<file path="src/common/eeprom_loader_pkg.sv">
// Behaviour
// - slow strap at fundamental reset picks 100 KHz or 400 KHz prescaler.
// - load runs after fundamental or hot reset only in modes with EEPROM load.
// - EEPROM bus address is 1,0,1 then the four address pins.
// - block address is a word address; byte address appends two zero bits.
// - read bytes from address zero until done block ends or address wraps.
// - every register write is a full 32-bit word.
// - single block is six bytes: address, type 0, one data word.
// - sequential block: address, type 1, count, then count words to rising addresses.
// - done block holds checksum and type 3; its end completes the load.
// - write to an undefined register is dropped and the unmapped flag set.
// - 8-bit sum from zero over every byte read except the NACKed tail byte must end at 0xFF.
// - ignore-checksum control bit makes a sum mismatch harmless.
// - any error except an unmapped write aborts the load, sets reset halt and records status.
// - load-done flag is set on normal end and on abort.
// - sum mismatch, address wrap or type 2 set image error and abort.
// - unexpected NACK sets the no-acknowledge flag and aborts.
// - sixteenth consecutive lost arbitration sets its flag and aborts.
// - misplaced START or STOP sets the misc bus flag and aborts.
// - split buses work independently; slave side needs no arbitration.
// - slave port reads and writes all registers, including abort status.
// - no expander traffic on the master bus before the load finishes.
package eeprom_loader_pkg;
    localparam int unsigned CLK_HZ = 50000000;
    localparam int unsigned SLOW_HZ = 100000;
    localparam int unsigned FAST_HZ = 400000;
    // quarter bit periods, rounded up so the bus never runs too fast
    localparam logic [15:0] PRESC_SLOW = 16'((CLK_HZ + 4 * SLOW_HZ - 1) / (4 * SLOW_HZ));
    localparam logic [15:0] PRESC_FAST = 16'((CLK_HZ + 4 * FAST_HZ - 1) / (4 * FAST_HZ));
    localparam logic [3:0] OFS_CTRL = 4'h0;
    localparam logic [3:0] OFS_STAT = 4'h4;
    localparam logic [3:0] OFS_SWITCH = 4'h8;
    localparam int CTRL_SUM_IGN = 16;
    localparam int FLAG_DONE = 0;
    localparam int FLAG_IMG = 1;
    localparam int FLAG_NACK = 2;
    localparam int FLAG_LOST = 3;
    localparam int FLAG_MISC = 4;
    localparam int FLAG_UNMAP = 5;
    localparam int STAT_BUSY = 8;
    localparam int HALT_BIT = 0;
    localparam logic [2:0] DEV_TOP = 3'h5;
    localparam logic [7:0] LOAD_MODES = 8'h0A;
    localparam logic [1:0] TYPE_SINGLE = 2'h0;
    localparam logic [1:0] TYPE_SEQ = 2'h1;
    localparam logic [1:0] TYPE_DONE = 2'h3;
    localparam logic [7:0] SUM_GOOD = 8'hFF;
    localparam logic [15:0] LAST_ADDR = 16'hFFFF;
    localparam logic [4:0] LOST_LIMIT = 5'h10;
    localparam logic [2:0] BOOT_CYCLES = 3'h4;
    localparam logic [9:0] FILT_RESET = 10'h300;
    typedef enum logic [1:0] {CMD_START, CMD_WRITE, CMD_READ, CMD_STOP} cmd_t;
endpackage

</file>
<file path="src/core/smbus_eeprom_config_loader.sv">
// The Avalon-MM slave port and the register offsets were chosen for this implementation.
`timescale 1ns/1ps
module smbus_eeprom_config_loader
    import eeprom_loader_pkg::*;
(
    input wire logic I_CLK,
    input wire logic I_NRST,
    input wire logic I_HOT_RST,
    input wire logic I_MASTER_BUS_SLOW_STRAP,
    input wire logic [2:0] I_SWITCH_OPERATING_STRAP,
    input wire logic [3:0] I_MASTER_BUS_ADDRESS_PINS,
    input wire logic I_SCL,
    input wire logic I_SDA,
    output logic O_SCL,
    output logic O_SCL_OE,
    output logic O_SDA,
    output logic O_SDA_OE,
    input wire logic [3:0] I_AVS_ADDRESS,
    input wire logic I_AVS_READ,
    input wire logic I_AVS_WRITE,
    input wire logic [31:0] I_AVS_WRITEDATA,
    input wire logic [3:0] I_AVS_BYTEENABLE,
    output logic [31:0] O_AVS_READDATA,
    output logic O_AVS_WAITREQUEST,
    output logic O_CFG_WR,
    output logic [15:0] O_CFG_ADDR,
    output logic [31:0] O_CFG_DATA,
    input wire logic I_CFG_MISS,
    output logic O_LOAD_BUSY,
    output logic O_RESET_HALT
);

    // ****************************************
    // types and state
    // ****************************************

    typedef enum logic [3:0] {
        S_BOOT,
        S_IDLE,
        S_START,
        S_DEVW,
        S_AHI,
        S_ALO,
        S_RSTART,
        S_DEVR,
        S_READ,
        S_TAIL,
        S_STOP,
        S_FIN
    } st_t;

    typedef enum logic [2:0] {
        P_ALO,
        P_AHI,
        P_CNT0,
        P_CNT1,
        P_DATA
    } pst_t;

    typedef struct packed {
        logic [29:0] syn;
        logic [9:0] filt;
        logic [2:0] boot;
        logic fund;
        st_t st;
        pst_t ps;
        logic pend;
        logic go;
        cmd_t cmd;
        logic [7:0] wbyte;
        logic ack;
        logic [3:0] dev;
        logic [15:0] ee_addr;
        logic [7:0] lo;
        logic [13:0] waddr;
        logic [15:0] count;
        logic [31:0] data;
        logic [1:0] bidx;
        logic [7:0] sum;
        logic [4:0] lost_n;
        logic [15:0] presc;
        logic sum_ign;
        logic [5:0] flags;
        logic busy;
        logic halt;
        logic wr;
        logic [15:0] wr_addr;
        logic [31:0] wr_data;
        logic waitreq;
        logic [31:0] rdata;
        logic pin_lo;
    } top_t;

    top_t r;
    top_t n;

    logic [9:0] diff;
    logic req;
    logic [31:0] ctrl_word;
    logic [31:0] stat_word;
    logic [31:0] wv;
    logic [7:0] b;
    logic [7:0] nsum;
    logic fin_ok;
    logic img;

    cmd_t c_cmd;
    logic [7:0] c_byte;
    logic c_ack;

    logic e_done;
    logic [7:0] e_rdata;
    logic e_nack;
    logic e_lost;
    logic e_misc;
    logic e_scl_oe;
    logic e_sda_oe;

    // byte lanes not enabled keep their old contents
    function automatic logic [31:0] merge(
        input logic [31:0] old,
        input logic [31:0] nw,
        input logic [3:0] be
    );
        logic [31:0] m;
        m = {{8{be[3]}}, {8{be[2]}}, {8{be[1]}}, {8{be[0]}}};
        return (nw & m) | (old & ~m);
    endfunction

    // ****************************************
    // bit engine
    // ****************************************

    serial_bus_byte_engine u_serial_bus_byte_engine (
        .i_clk(I_CLK),
        .i_nrst(I_NRST),
        .i_go(r.go),
        .i_cmd(r.cmd),
        .i_wdata(r.wbyte),
        .i_ack(r.ack),
        .i_quarter(r.presc),
        .i_scl(r.filt[9]),
        .i_sda(r.filt[8]),
        .o_done(e_done),
        .o_rdata(e_rdata),
        .o_nack(e_nack),
        .o_lost(e_lost),
        .o_misc(e_misc),
        .o_scl_oe(e_scl_oe),
        .o_sda_oe(e_sda_oe)
    );

    // ****************************************
    // command for the current bus step
    // ****************************************

    always_comb begin
        c_cmd = CMD_WRITE;
        c_byte = 8'h00;
        c_ack = 1'b1;
        case (r.st)
            S_START: c_cmd = CMD_START;
            S_RSTART: c_cmd = CMD_START;
            S_DEVW: c_byte = {DEV_TOP, r.dev, 1'b0};
            S_DEVR: c_byte = {DEV_TOP, r.dev, 1'b1};
            S_AHI: c_byte = r.ee_addr[15:8];
            S_ALO: c_byte = r.ee_addr[7:0];
            S_READ: c_cmd = CMD_READ;
            S_TAIL: begin
                // extra byte read with NACK so the EEPROM lets go of data
                c_cmd = CMD_READ;
                c_ack = 1'b0;
            end
            S_STOP: c_cmd = CMD_STOP;
            default: c_cmd = CMD_WRITE;
        endcase
    end

    // ****************************************
    // next state
    // ****************************************

    always_comb begin
        n = r;
        n.go = 1'b0;
        n.wr = 1'b0;
        n.waitreq = 1'b1;
        b = e_rdata;
        nsum = r.sum + e_rdata;
        fin_ok = 1'b0;
        img = 1'b0;
        wv = 32'h0000_0000;
        n.syn = {r.syn[19:0], I_SCL, I_SDA, I_MASTER_BUS_SLOW_STRAP,
                 I_SWITCH_OPERATING_STRAP, I_MASTER_BUS_ADDRESS_PINS};
        diff = r.syn[19:10] ^ r.syn[29:20];
        n.filt = (r.syn[29:20] & ~diff) | (r.filt & diff);
        req = I_AVS_READ | I_AVS_WRITE;
        ctrl_word = {15'h0000, r.sum_ign, r.presc};
        stat_word = {23'h00_0000, r.busy, 2'h0, r.flags};

        // register bus: one wait cycle, then the access completes
        if (req && r.waitreq) begin
            n.waitreq = 1'b0;
            case (I_AVS_ADDRESS)
                OFS_CTRL: n.rdata = ctrl_word;
                OFS_STAT: n.rdata = stat_word;
                OFS_SWITCH: n.rdata = {31'h0000_0000, r.halt};
                default: n.rdata = 32'h0000_0000;
            endcase
        end
        if (req && !r.waitreq && I_AVS_WRITE) begin
            case (I_AVS_ADDRESS)
                OFS_CTRL: begin
                    wv = merge(ctrl_word, I_AVS_WRITEDATA, I_AVS_BYTEENABLE);
                    n.presc = wv[15:0];
                    n.sum_ign = wv[CTRL_SUM_IGN];
                end
                OFS_STAT: begin
                    if (I_AVS_BYTEENABLE[0]) begin
                        n.flags = r.flags & ~I_AVS_WRITEDATA[5:0];
                    end
                end
                OFS_SWITCH: begin
                    wv = merge({31'h0000_0000, r.halt}, I_AVS_WRITEDATA, I_AVS_BYTEENABLE);
                    n.halt = wv[HALT_BIT];
                end
                default: n.halt = r.halt;
            endcase
        end

        // hardware sets below override a same-cycle software clear
        if (r.wr && I_CFG_MISS) begin
            n.flags[FLAG_UNMAP] = 1'b1;
        end

        case (r.st)
            S_BOOT: begin
                if (r.boot != BOOT_CYCLES) begin
                    n.boot = r.boot + 3'h1;
                end else begin
                    n.boot = 3'h0;
                    n.st = S_IDLE;
                    if (r.fund) begin
                        n.fund = 1'b0;
                        n.presc = r.filt[7] ? PRESC_SLOW : PRESC_FAST;
                    end
                    if (LOAD_MODES[r.filt[6:4]]) begin
                        n.st = S_START;
                        n.busy = 1'b1;
                        n.flags = 6'h00;
                        n.ee_addr = 16'h0000;
                        n.sum = 8'h00;
                        n.ps = P_ALO;
                        n.lost_n = 5'h00;
                        n.dev = r.filt[3:0];
                    end
                end
            end

            S_IDLE: begin
                if (I_HOT_RST) begin
                    n.st = S_BOOT;
                end
            end

            S_FIN: begin
                n.busy = 1'b0;
                n.flags[FLAG_DONE] = 1'b1;
                n.st = S_IDLE;
            end

            default: begin
                if (!r.pend) begin
                    n.go = 1'b1;
                    n.pend = 1'b1;
                    n.cmd = c_cmd;
                    n.wbyte = c_byte;
                    n.ack = c_ack;
                end else if (e_done) begin
                    n.pend = 1'b0;
                    if (e_lost) begin
                        n.lost_n = r.lost_n + 5'h01;
                        if (n.lost_n == LOST_LIMIT) begin
                            n.flags[FLAG_LOST] = 1'b1;
                            n.halt = 1'b1;
                            n.st = S_FIN;
                        end else begin
                            // retry the transaction at the current EEPROM address
                            n.st = S_START;
                        end
                    end else if (e_misc) begin
                        n.flags[FLAG_MISC] = 1'b1;
                        n.halt = 1'b1;
                        n.st = S_FIN;
                    end else if (e_nack) begin
                        n.lost_n = 5'h00;
                        n.flags[FLAG_NACK] = 1'b1;
                        n.halt = 1'b1;
                        n.st = S_STOP;
                    end else begin
                        n.lost_n = 5'h00;
                        case (r.st)
                            S_START: n.st = S_DEVW;
                            S_DEVW: n.st = S_AHI;
                            S_AHI: n.st = S_ALO;
                            S_ALO: n.st = S_RSTART;
                            S_RSTART: n.st = S_DEVR;
                            S_DEVR: n.st = S_READ;
                            S_TAIL: n.st = S_STOP;
                            S_STOP: n.st = S_FIN;
                            default: begin
                                n.sum = nsum;
                                n.ee_addr = r.ee_addr + 16'h0001;
                                case (r.ps)
                                    P_ALO: begin
                                        n.lo = b;
                                        n.ps = P_AHI;
                                    end
                                    P_AHI: begin
                                        n.waddr = {b[5:0], r.lo};
                                        n.bidx = 2'h0;
                                        case (b[7:6])
                                            TYPE_SINGLE: begin
                                                n.count = 16'h0001;
                                                n.ps = P_DATA;
                                            end
                                            TYPE_SEQ: n.ps = P_CNT0;
                                            TYPE_DONE: fin_ok = 1'b1;
                                            default: img = 1'b1;
                                        endcase
                                    end
                                    P_CNT0: begin
                                        n.count = {8'h00, b};
                                        n.ps = P_CNT1;
                                    end
                                    P_CNT1: begin
                                        n.count = {b, r.count[7:0]};
                                        n.ps = ({b, r.count[7:0]} == 16'h0000) ? P_ALO : P_DATA;
                                    end
                                    P_DATA: begin
                                        n.data = {b, r.data[31:8]};
                                        n.bidx = r.bidx + 2'h1;
                                        if (r.bidx == 2'h3) begin
                                            n.wr = 1'b1;
                                            n.wr_addr = {r.waddr, 2'h0};
                                            n.wr_data = {b, r.data[31:8]};
                                            n.waddr = r.waddr + 14'h0001;
                                            n.count = r.count - 16'h0001;
                                            if (r.count == 16'h0001) begin
                                                n.ps = P_ALO;
                                            end
                                        end
                                    end
                                    default: n.ps = P_ALO;
                                endcase
                                if (fin_ok && nsum != SUM_GOOD && !r.sum_ign) begin
                                    img = 1'b1;
                                end
                                if (!fin_ok && r.ee_addr == LAST_ADDR) begin
                                    img = 1'b1;
                                end
                                if (img) begin
                                    n.flags[FLAG_IMG] = 1'b1;
                                    n.halt = 1'b1;
                                    n.st = S_TAIL;
                                end else if (fin_ok) begin
                                    n.st = S_TAIL;
                                end
                            end
                        endcase
                    end
                end
            end
        endcase
    end

    // ****************************************
    // state register
    // ****************************************

    always_ff @(posedge I_CLK or negedge I_NRST) begin
        if (!I_NRST) begin
            r <= '0;
            {r.syn, r.filt} <= {4{FILT_RESET}};
            r.fund <= 1'b1;
            r.presc <= PRESC_SLOW;
            r.waitreq <= 1'b1;
        end else begin
            r <= n;
        end
    end

    // ****************************************
    // outputs
    // ****************************************

    // the lines are open drain: driven only low, released otherwise
    assign O_SCL = r.pin_lo;
    assign O_SDA = r.pin_lo;
    assign O_SCL_OE = e_scl_oe;
    assign O_SDA_OE = e_sda_oe;

    assign O_AVS_READDATA = r.rdata;
    assign O_AVS_WAITREQUEST = r.waitreq;

    assign O_CFG_WR = r.wr;
    assign O_CFG_ADDR = r.wr_addr;
    assign O_CFG_DATA = r.wr_data;

    assign O_LOAD_BUSY = r.busy;
    assign O_RESET_HALT = r.halt;

endmodule

</file>
<file path="src/core/serial_bus_byte_engine.sv">
`timescale 1ns/1ps
module serial_bus_byte_engine
    import eeprom_loader_pkg::*;
(
    input wire logic i_clk,
    input wire logic i_nrst,
    input wire logic i_go,
    input wire cmd_t i_cmd,
    input wire logic [7:0] i_wdata,
    input wire logic i_ack,
    input wire logic [15:0] i_quarter,
    input wire logic i_scl,
    input wire logic i_sda,
    output logic o_done,
    output logic [7:0] o_rdata,
    output logic o_nack,
    output logic o_lost,
    output logic o_misc,
    output logic o_scl_oe,
    output logic o_sda_oe
);
    typedef enum logic [1:0] {E_IDLE, E_START, E_BIT, E_STOP} est_t;
    typedef struct packed {
        est_t st;
        logic [1:0] q;
        logic [15:0] cnt;
        logic [3:0] nbit;
        logic [8:0] sh;
        logic rd;
        logic scl_oe;
        logic sda_oe;
        logic sda_prev;
        logic done;
        logic nack;
        logic lost;
        logic misc;
        logic [7:0] rdata;
    } eng_t;
    eng_t r;
    eng_t n;
    logic tick;
    logic lose;
    logic bad;

    always_comb begin
        n = r;
        n.done = 1'b0;
        n.sda_prev = i_sda;
        tick = 1'b0;
        lose = 1'b0;
        bad = 1'b0;
        if (r.st == E_IDLE) begin
            if (i_go) begin
                n.q = 2'h0;
                n.cnt = i_quarter;
                n.nbit = 4'h0;
                n.lost = 1'b0;
                n.misc = 1'b0;
                n.nack = 1'b0;
                n.rd = (i_cmd == CMD_READ);
                n.sh = (i_cmd == CMD_READ) ? {8'hFF, ~i_ack} : {i_wdata, 1'b1};
                case (i_cmd)
                    CMD_START: begin
                        n.st = E_START;
                        n.sda_oe = 1'b0;
                    end
                    CMD_STOP: begin
                        n.st = E_STOP;
                        n.sda_oe = 1'b1;
                    end
                    default: begin
                        n.st = E_BIT;
                        n.sda_oe = ~n.sh[8];
                    end
                endcase
            end
        end else begin
            // a slave holding the clock low stretches the first of the two high quarters
            if (r.q == 2'h1 && !i_scl) begin
                n.cnt = r.cnt;
            end else if (r.cnt != 16'h0000) begin
                n.cnt = r.cnt - 16'h0001;
            end else begin
                tick = 1'b1;
                n.cnt = i_quarter;
                n.q = r.q + 2'h1;
            end
            if (tick) begin
                case (r.q)
                    2'h0: n.scl_oe = 1'b0;
                    2'h1: begin
                        if (r.st == E_START) begin
                            lose = !i_sda;
                            n.sda_oe = 1'b1;
                        end else if (r.st == E_STOP) begin
                            n.sda_oe = 1'b0;
                        end else begin
                            n.sh = {r.sh[7:0], i_sda};
                            lose = !r.rd && r.nbit != 4'h8 && r.sh[8] && !i_sda;
                        end
                    end
                    2'h2: n.scl_oe = (r.st != E_STOP);
                    default: begin
                        if (r.st == E_BIT && r.nbit != 4'h8) begin
                            n.nbit = r.nbit + 4'h1;
                            n.sda_oe = ~r.sh[8];
                        end else begin
                            n.st = E_IDLE;
                            n.done = 1'b1;
                            n.rdata = r.sh[8:1];
                            n.nack = (r.st == E_BIT) && !r.rd && r.sh[0];
                        end
                    end
                endcase
            end
            // data must not move while the clock is high
            bad = r.st == E_BIT && r.q == 2'h2 && i_sda != r.sda_prev;
            if (lose || bad) begin
                n.scl_oe = 1'b0;
                n.sda_oe = 1'b0;
                n.st = E_IDLE;
                n.done = 1'b1;
                n.lost = lose;
                n.misc = bad && !lose;
            end
        end
    end

    always_ff @(posedge i_clk or negedge i_nrst) begin
        if (!i_nrst) begin
            r <= '0;
            r.sda_prev <= 1'b1;
        end else begin
            r <= n;
        end
    end

    assign o_done = r.done;
    assign o_rdata = r.rdata;
    assign o_nack = r.nack;
    assign o_lost = r.lost;
    assign o_misc = r.misc;
    assign o_scl_oe = r.scl_oe;
    assign o_sda_oe = r.sda_oe;
endmodule

</file>
<file path="config.mk">
export PLATFORM = sky130hd
export DESIGN_NAME = smbus_eeprom_config_loader
export DESIGN_NICKNAME = d
export VERILOG_FILES = /design/src/common/eeprom_loader_pkg.sv /design/src/core/smbus_eeprom_config_loader.sv /design/src/core/serial_bus_byte_engine.sv
export SDC_FILE = /design/constraint.sdc
export NUM_CORES = 1
export LEC_CHECK = 0
export BUFFER_PORTS_ARGS = -buffer_cell sky130_fd_sc_hd__buf_2
export CORE_MARGIN = 10
export CORE_UTILIZATION = 60
export CTS_CLUSTER_DIAMETER = 60
export DETAILED_ROUTE_END_ITERATION = 10
export MAX_ROUTING_LAYER = met4
export PLACE_DENSITY_LB_ADDON = 0.3
export SLEW_MARGIN = 20
export SYNTH_ARGS = -nofsm -noshare
export SYNTH_HDL_FRONTEND = slang
export SYNTH_SLANG_ARGS = --single-unit
</file>
<file path="constraint.sdc">
create_clock -name I_CLK -period 3.05 [get_ports I_CLK]
set_input_delay 0.915 -clock I_CLK [delete_from_list [all_inputs] [get_ports I_CLK]]
set_output_delay 0.915 -clock I_CLK [all_outputs]
set_load 0.1 [all_outputs]
</file>
* After elaboration in Yosys (flattened, before gate mapping) *
Memory sizes are Yosys's and may differ from the RTL's.
Index checks and enable logic that the tools add are counted.

cells by class
  bitwise logic cells = 29
  reduce and logical (&&, ||, !) cells = 86
  order comparisons = 1
  eq/ne operators = 59
  add/subtract/negate cells = 10
  muxes and demuxes = 158

operators with widths
  operator                                            number
  two-way mux 101 bit                                 3
  two-way mux 96 bit                                  3
  two-way mux 49 bit                                  5
  two-way mux 50 bit                                  4
  two-way mux 16 bit                                  7
  two-way mux 33 bit                                  2
  case mux 16 bit (4 select lines)                    1
  two-way mux 1 bit                                   55
  case mux 17 bit (3 select lines)                    1
  two-way mux 4 bit                                   11
  two-way mux 9 bit                                   4
  two-way mux 7 bit                                   5
  bitwise AND 17 bit                                  2
  two-way mux 34 bit                                  1
  two-way mux 32 bit                                  1
  case mux 16 bit (2 select lines)                    1
  case mux 4 bit (8 select lines)                     1
  case mux 8 bit (4 select lines)                     1
  nonzero test 16 bit                                 2
  subtractor 16 x 1 -> 16 bit, second input constant  2
  two-way mux 3 bit                                   10
  two-way mux 30 bit                                  1
  two-way mux 29 bit                                  1
  two-way mux 2 bit                                   14
  80 further kinds                                    205

word-level totals
  output and inout port bits = 88
  memories = 1
  input bits = 56
  logic and storage cells = 389
  memory bits (read-only) = 8
  register bits = 323

memory list
  memory           depth  bits a word  rd ports  clocked after memory_dff  write ports  RTL line                           source
  (no name shown)  8      1            1         0                         0            smbus_eeprom_config_loader.sv:247  if (LOAD_MODES[r.filt[6:4]]) begin

* Longest topological paths before layout *
  depth after elaboration = 29
  gate-level depth with buffers = 10
  depth with buffers taken out = 9

* Cells and area by module *
From an unflattened synthesis, not the netlist that was laid out.

second synthesis, totals
  cell total of the unflattened synthesis = 1,472
  area, all modules = 14,828.0 µm²

modules (own cells, without submodules)
  module                      times used  area an instance (µm²)  cells each  seq. area each (µm²)
  smbus_eeprom_config_loader  1           11,892.7                1,145       6,200.9
  serial_bus_byte_engine      1           2,935.3                 327         1,227.4

* Worst setup path after synthesis *
No wires, ideal clock.

  kind = reg2reg
  start = register u_serial_bus_byte_engine.r[41] (netlist name)
  end = register u_serial_bus_byte_engine.r (netlist bit u_serial_bus_byte_engine.o_rdata[2])
  data required time = 2.925 ns
  slack = 0.711 ns
  stages on the path, launching flop included = 7
  path buffers = 1
  data arrival time = 2.214 ns
  period minus slack after synthesis = 2.339 ns
  library setup time = 0.125 ns
  path through = dfrtp_1 or4_4 or3_4 nor4_4 nand3_2 buf_6 mux2_4

on the way
  word-level cells in the longest chain between the ends = 5

RTL lines
  item                                  RTL line                       source
  start, declared                       serial_bus_byte_engine.sv:39   eng_t r;
  start signal, assigned                serial_bus_byte_engine.sv:134  r <= n;
  nonzero test 16 bit                   serial_bus_byte_engine.sv:81   end else if (r.cnt != 16'h0000) begin
  two-way mux 1 bit                     serial_bus_byte_engine.sv:81
  two-way mux 1 bit                     serial_bus_byte_engine.sv:79   if (r.q == 2'h1 && !i_scl) begin
  two-way mux 1 bit                     serial_bus_byte_engine.sv:52   if (r.st == E_IDLE) begin
  AND reduction 4 bit (no source line)  -

Every way passes these cells. The select of a mux whose other input is x is not followed.
A chain may end at the register's enable or synchronous reset.

* Worst setup path after layout *
  start = register u_serial_bus_byte_engine.r[46] (netlist name)
  end = register u_serial_bus_byte_engine.r[25] (netlist name)

on the way
  word-level cells in the longest chain between the ends = 6
  elaborated cells between the ends (all ways) = 10
  classes of those cells = eq/ne: 3; mux: 2; reduce/logical: 5

RTL lines
  item                                    RTL line
  == test 2 x 1 -> 1 bit                  serial_bus_byte_engine.sv:79, serial_bus_byte_engine.sv:89
  logical AND 1 bit                       serial_bus_byte_engine.sv:79
  two-way mux 1 bit                       serial_bus_byte_engine.sv:79
  two-way mux 1 bit                       serial_bus_byte_engine.sv:52
  nonzero test 2 bit (no source line)     -
  AND reduction 4 bit (no source line) *  -

Every way passes the cells marked *; elsewhere a longest branch is shown, timed or not. The select of a mux whose other input is x is not followed.

==> run metrics <==
outcome completed; commonest cells after routing, fill and taps aside 279 x dfrtp_1, 181 x nand2_1, 111 x o21ai_0; WHS approximately 0.31 ns; synthesized cell area ~15,000 µm²; Core ar. 24,200 µm²; Cell Pwr Density between 500 and 600 nW/µm²; period utilization 0.866; CP Launch Type flop; Routed Antenna Nets 0; setup ws final slightly above 0.4 ns; clock transition at the registers of the reported paths 0.06 ns; Static Leak about 7.6 nW; chip height roughly 180 µm; IO Count 144; RSZ-0062 raised after global routing false; Starting Density 0.606; Seq cells post-synth just under 300; CP Capture Type flop; crit path max fanout 7; CTS Root Cell clkbuf_16; CTS tree done; setup TNS 0 ns; First-pass DRT Iterations 5; final max-slew violation count 0; Ys Warns 0; DRC violation total after the first TritonRoute iteration between 800 and 900; Fmax roughly 380 MHz; pin count of the biggest net entering global routing 64; grt ovf 0; internal power 6.68 mW; # resized after CTS 0; Switching Power ~2.0 mW; Final Hold Fails 0; global-route wire length before repair between 50,000 and 60,000 µm; Nets approximately 1,600; # hold bufs at CTS 0; drc violations 0; vias in the first global route 10,800; Fin Clk Skew 0.0141 ns; Routability Congestion between 0.8 and 0.9; Async S/R FF share, synth 1.00; Setup violations, final 0; Gate power share 0.052; Mapped Cells ~1,500; wire length per cell ~18 µm; postcts setup bufs 0; die width 176 µm; Max Cap Violations 0; layout cell share with drive strength beyond 1 0.221; Final min period 2.64 ns; fillcell total between 1,500 and 2,000; GRT Total Usage 0.218; Worst Hold Class input port to async pin; Worst-Skew Late Latency about 0.55 ns; diodes inserted 0; vias after detailed routing around 11,000; CTS H-tree lvls 1; Tightest Pin Transition about 1.1 ns; row count between 50 and 60; # placed instances approximately 1,800; vias per inst about 5.9; Max VDD drop slightly above 0.5 mV; Distinct cells, synth 86; Sw Share 0.229; initial antenna violation count 0; Clk pwr share 0.471; pre-CTS WS 0.454 ns; commonest non-fill, non-tap cell in the layout dfrtp_1; CP required approximately 3.5 ns; TritonCTS buffer count 31; number of synthesized flops with an enable pin 0; Port Buffer Count approximately 110; Final Non-Filler Cells between 1,500 and 2,000; CP Class flop to flop; Routed WL approximately 34,000 µm; DPL Wire Length between 20,000 and 25,000 µm; clock sinks approximately 300; register share of total power 0.477; Clock Path Buffers 3; Layout area overhead 11.0%; WP data arrival between 3 and 4 ns; Synth Flop Type dfrtp_1; Final Power 8.67 mW; syn avg cell area slightly above 10 µm²; sequential fraction of the synthesis area 0.507; die area 31,100 µm²; Slew headroom 0.279
[metal layers]
layer,wire length [µm],up-vias,GRT usage
li1,-,5162,-
met1,14700,5390,0.284
met2,16200,367,0.350
met3,1970,51,0.0344
met4,757,0,0.0593
met5,0,-,-
[cell type report]
type                            count  area, µm²  share of cell area
Sequential cell                   296       7430               0.456
Multi-Input combinational cell    993       6300               0.387
Timing Repair Buffer              147        908              0.0558
Clock buffer                       39        876              0.0538
Tap cell                          324        405              0.0249
Clock inverter                     15        241              0.0148
Inverter                           31        116             0.00715
[synthesized netlist by cell type, drive strengths merged, types with 9 or more instances]
| cell type | instances | area (µm²) |
|---|---|---|
| clkbuf | 43 | 164 |
| nor4 | 13 | 126 |
| a31oi | 23 | 144 |
| a22o | 13 | 114 |
| mux2 | 93 | 1070 |
| ha | 25 | 313 |
| maj3 | 9 | 90.1 |
| nand3 | 43 | 220 |
| nor2 | 99 | 374 |
| buf | 107 | 736 |
| xnor2 | 16 | 140 |
| a21oi | 84 | 420 |
| nand2 | 183 | 689 |
| nor3 | 36 | 201 |
| o211ai | 12 | 90.1 |
| dfstp | 17 | 447 |
| o22ai | 19 | 119 |
| a22oi | 19 | 143 |
| nand3b | 9 | 67.6 |
| nor2b | 14 | 87.6 |
| o21ai | 116 | 584 |
| and2 | 9 | 56.3 |
| inv | 31 | 116 |
| dfrtp | 279 | 6980 |
| mux2i | 13 | 130 |
| nand4 | 9 | 56.3 |
[through the flow]
stage | utilization | instance area, µm²
2_1_floorplan | - | 14700
3_3_place_gp | 0.627 | 15200
3_5_place_dp | 0.627 | 15200
4_1_cts | 0.673 | 16300
5_1_grt | 0.673 | 16300
6_report | 0.673 | 16300
[flip-flops by register name, summed over array words and instances (netlist names), 8 cells and up, named ones only]
register	cells
r	136
u_serial_bus_byte_engine.r	35
O_CFG_DATA	32
n	18
O_AVS_READDATA	17
ctrl_word	16
O_CFG_ADDR	14
u_serial_bus_byte_engine.o_rdata	8
[worst paths after layout]
kind / slack (ns) / startpoint / endpoint / depth (start not counted)
max in group asynchronous: 1.98 / I_NRST / O_AVS_WAITREQUEST / 2
hold reg to reg: 0.35 / n[264] / n[274] / 0
min in group I_CLK: 0.35 / n[264] / n[274] / 0
setup reg to reg: 0.41 / u_serial_bus_byte_engine.r[46] / u_serial_bus_byte_engine.r[25] / 8
hold / removal: 0.31 / I_NRST / r[179] / 1
setup / recovery: 0.41 / u_serial_bus_byte_engine.r[46] / u_serial_bus_byte_engine.r[25] / 8
[critical path: stages (launching register included)]
cell and delay [ns]:
dfrtp_1 0.40, inv_1 0.11, ha_1 0.26, inv_1 0.14, o21ai_1 0.70, nor3_4 0.14
and2_1 0.20, o21ai_1 0.21, mux2_1 0.35
[power groups by stage]
stage,clock network (mW),registers [mW],logic [mW]
after floorplan,0,4.19,0.310
final,4.08,4.13,0.453
after global placement,0,4.19,0.453
after global routing,4.31,4.14,0.494
after CTS,4.14,4.13,0.460
after detailed placement,0,4.20,0.458
[kinds of logic (layout without fill, tap and decap cells)]
| kind of cell | count (synthesis) | after routing | share of synthesized area |
|---|---|---|---|
| AOI/OAI and AO/OA | 341 | 341 | 0.143 |
| xor gates and xnor gates | 24 | 24 | 0.0143 |
| adders and majority gates | 35 | 35 | 0.0288 |
| buffers and inverters | 181 | 232 | 0.0693 |
| DFF | 296 | 296 | 0.507 |
| muxes | 106 | 106 | 0.0816 |
| other | 1 | 19 | 0.000256 |
| and+or+nand+nor | 468 | 468 | 0.156 |
Power figures use the tool's default switching activity.
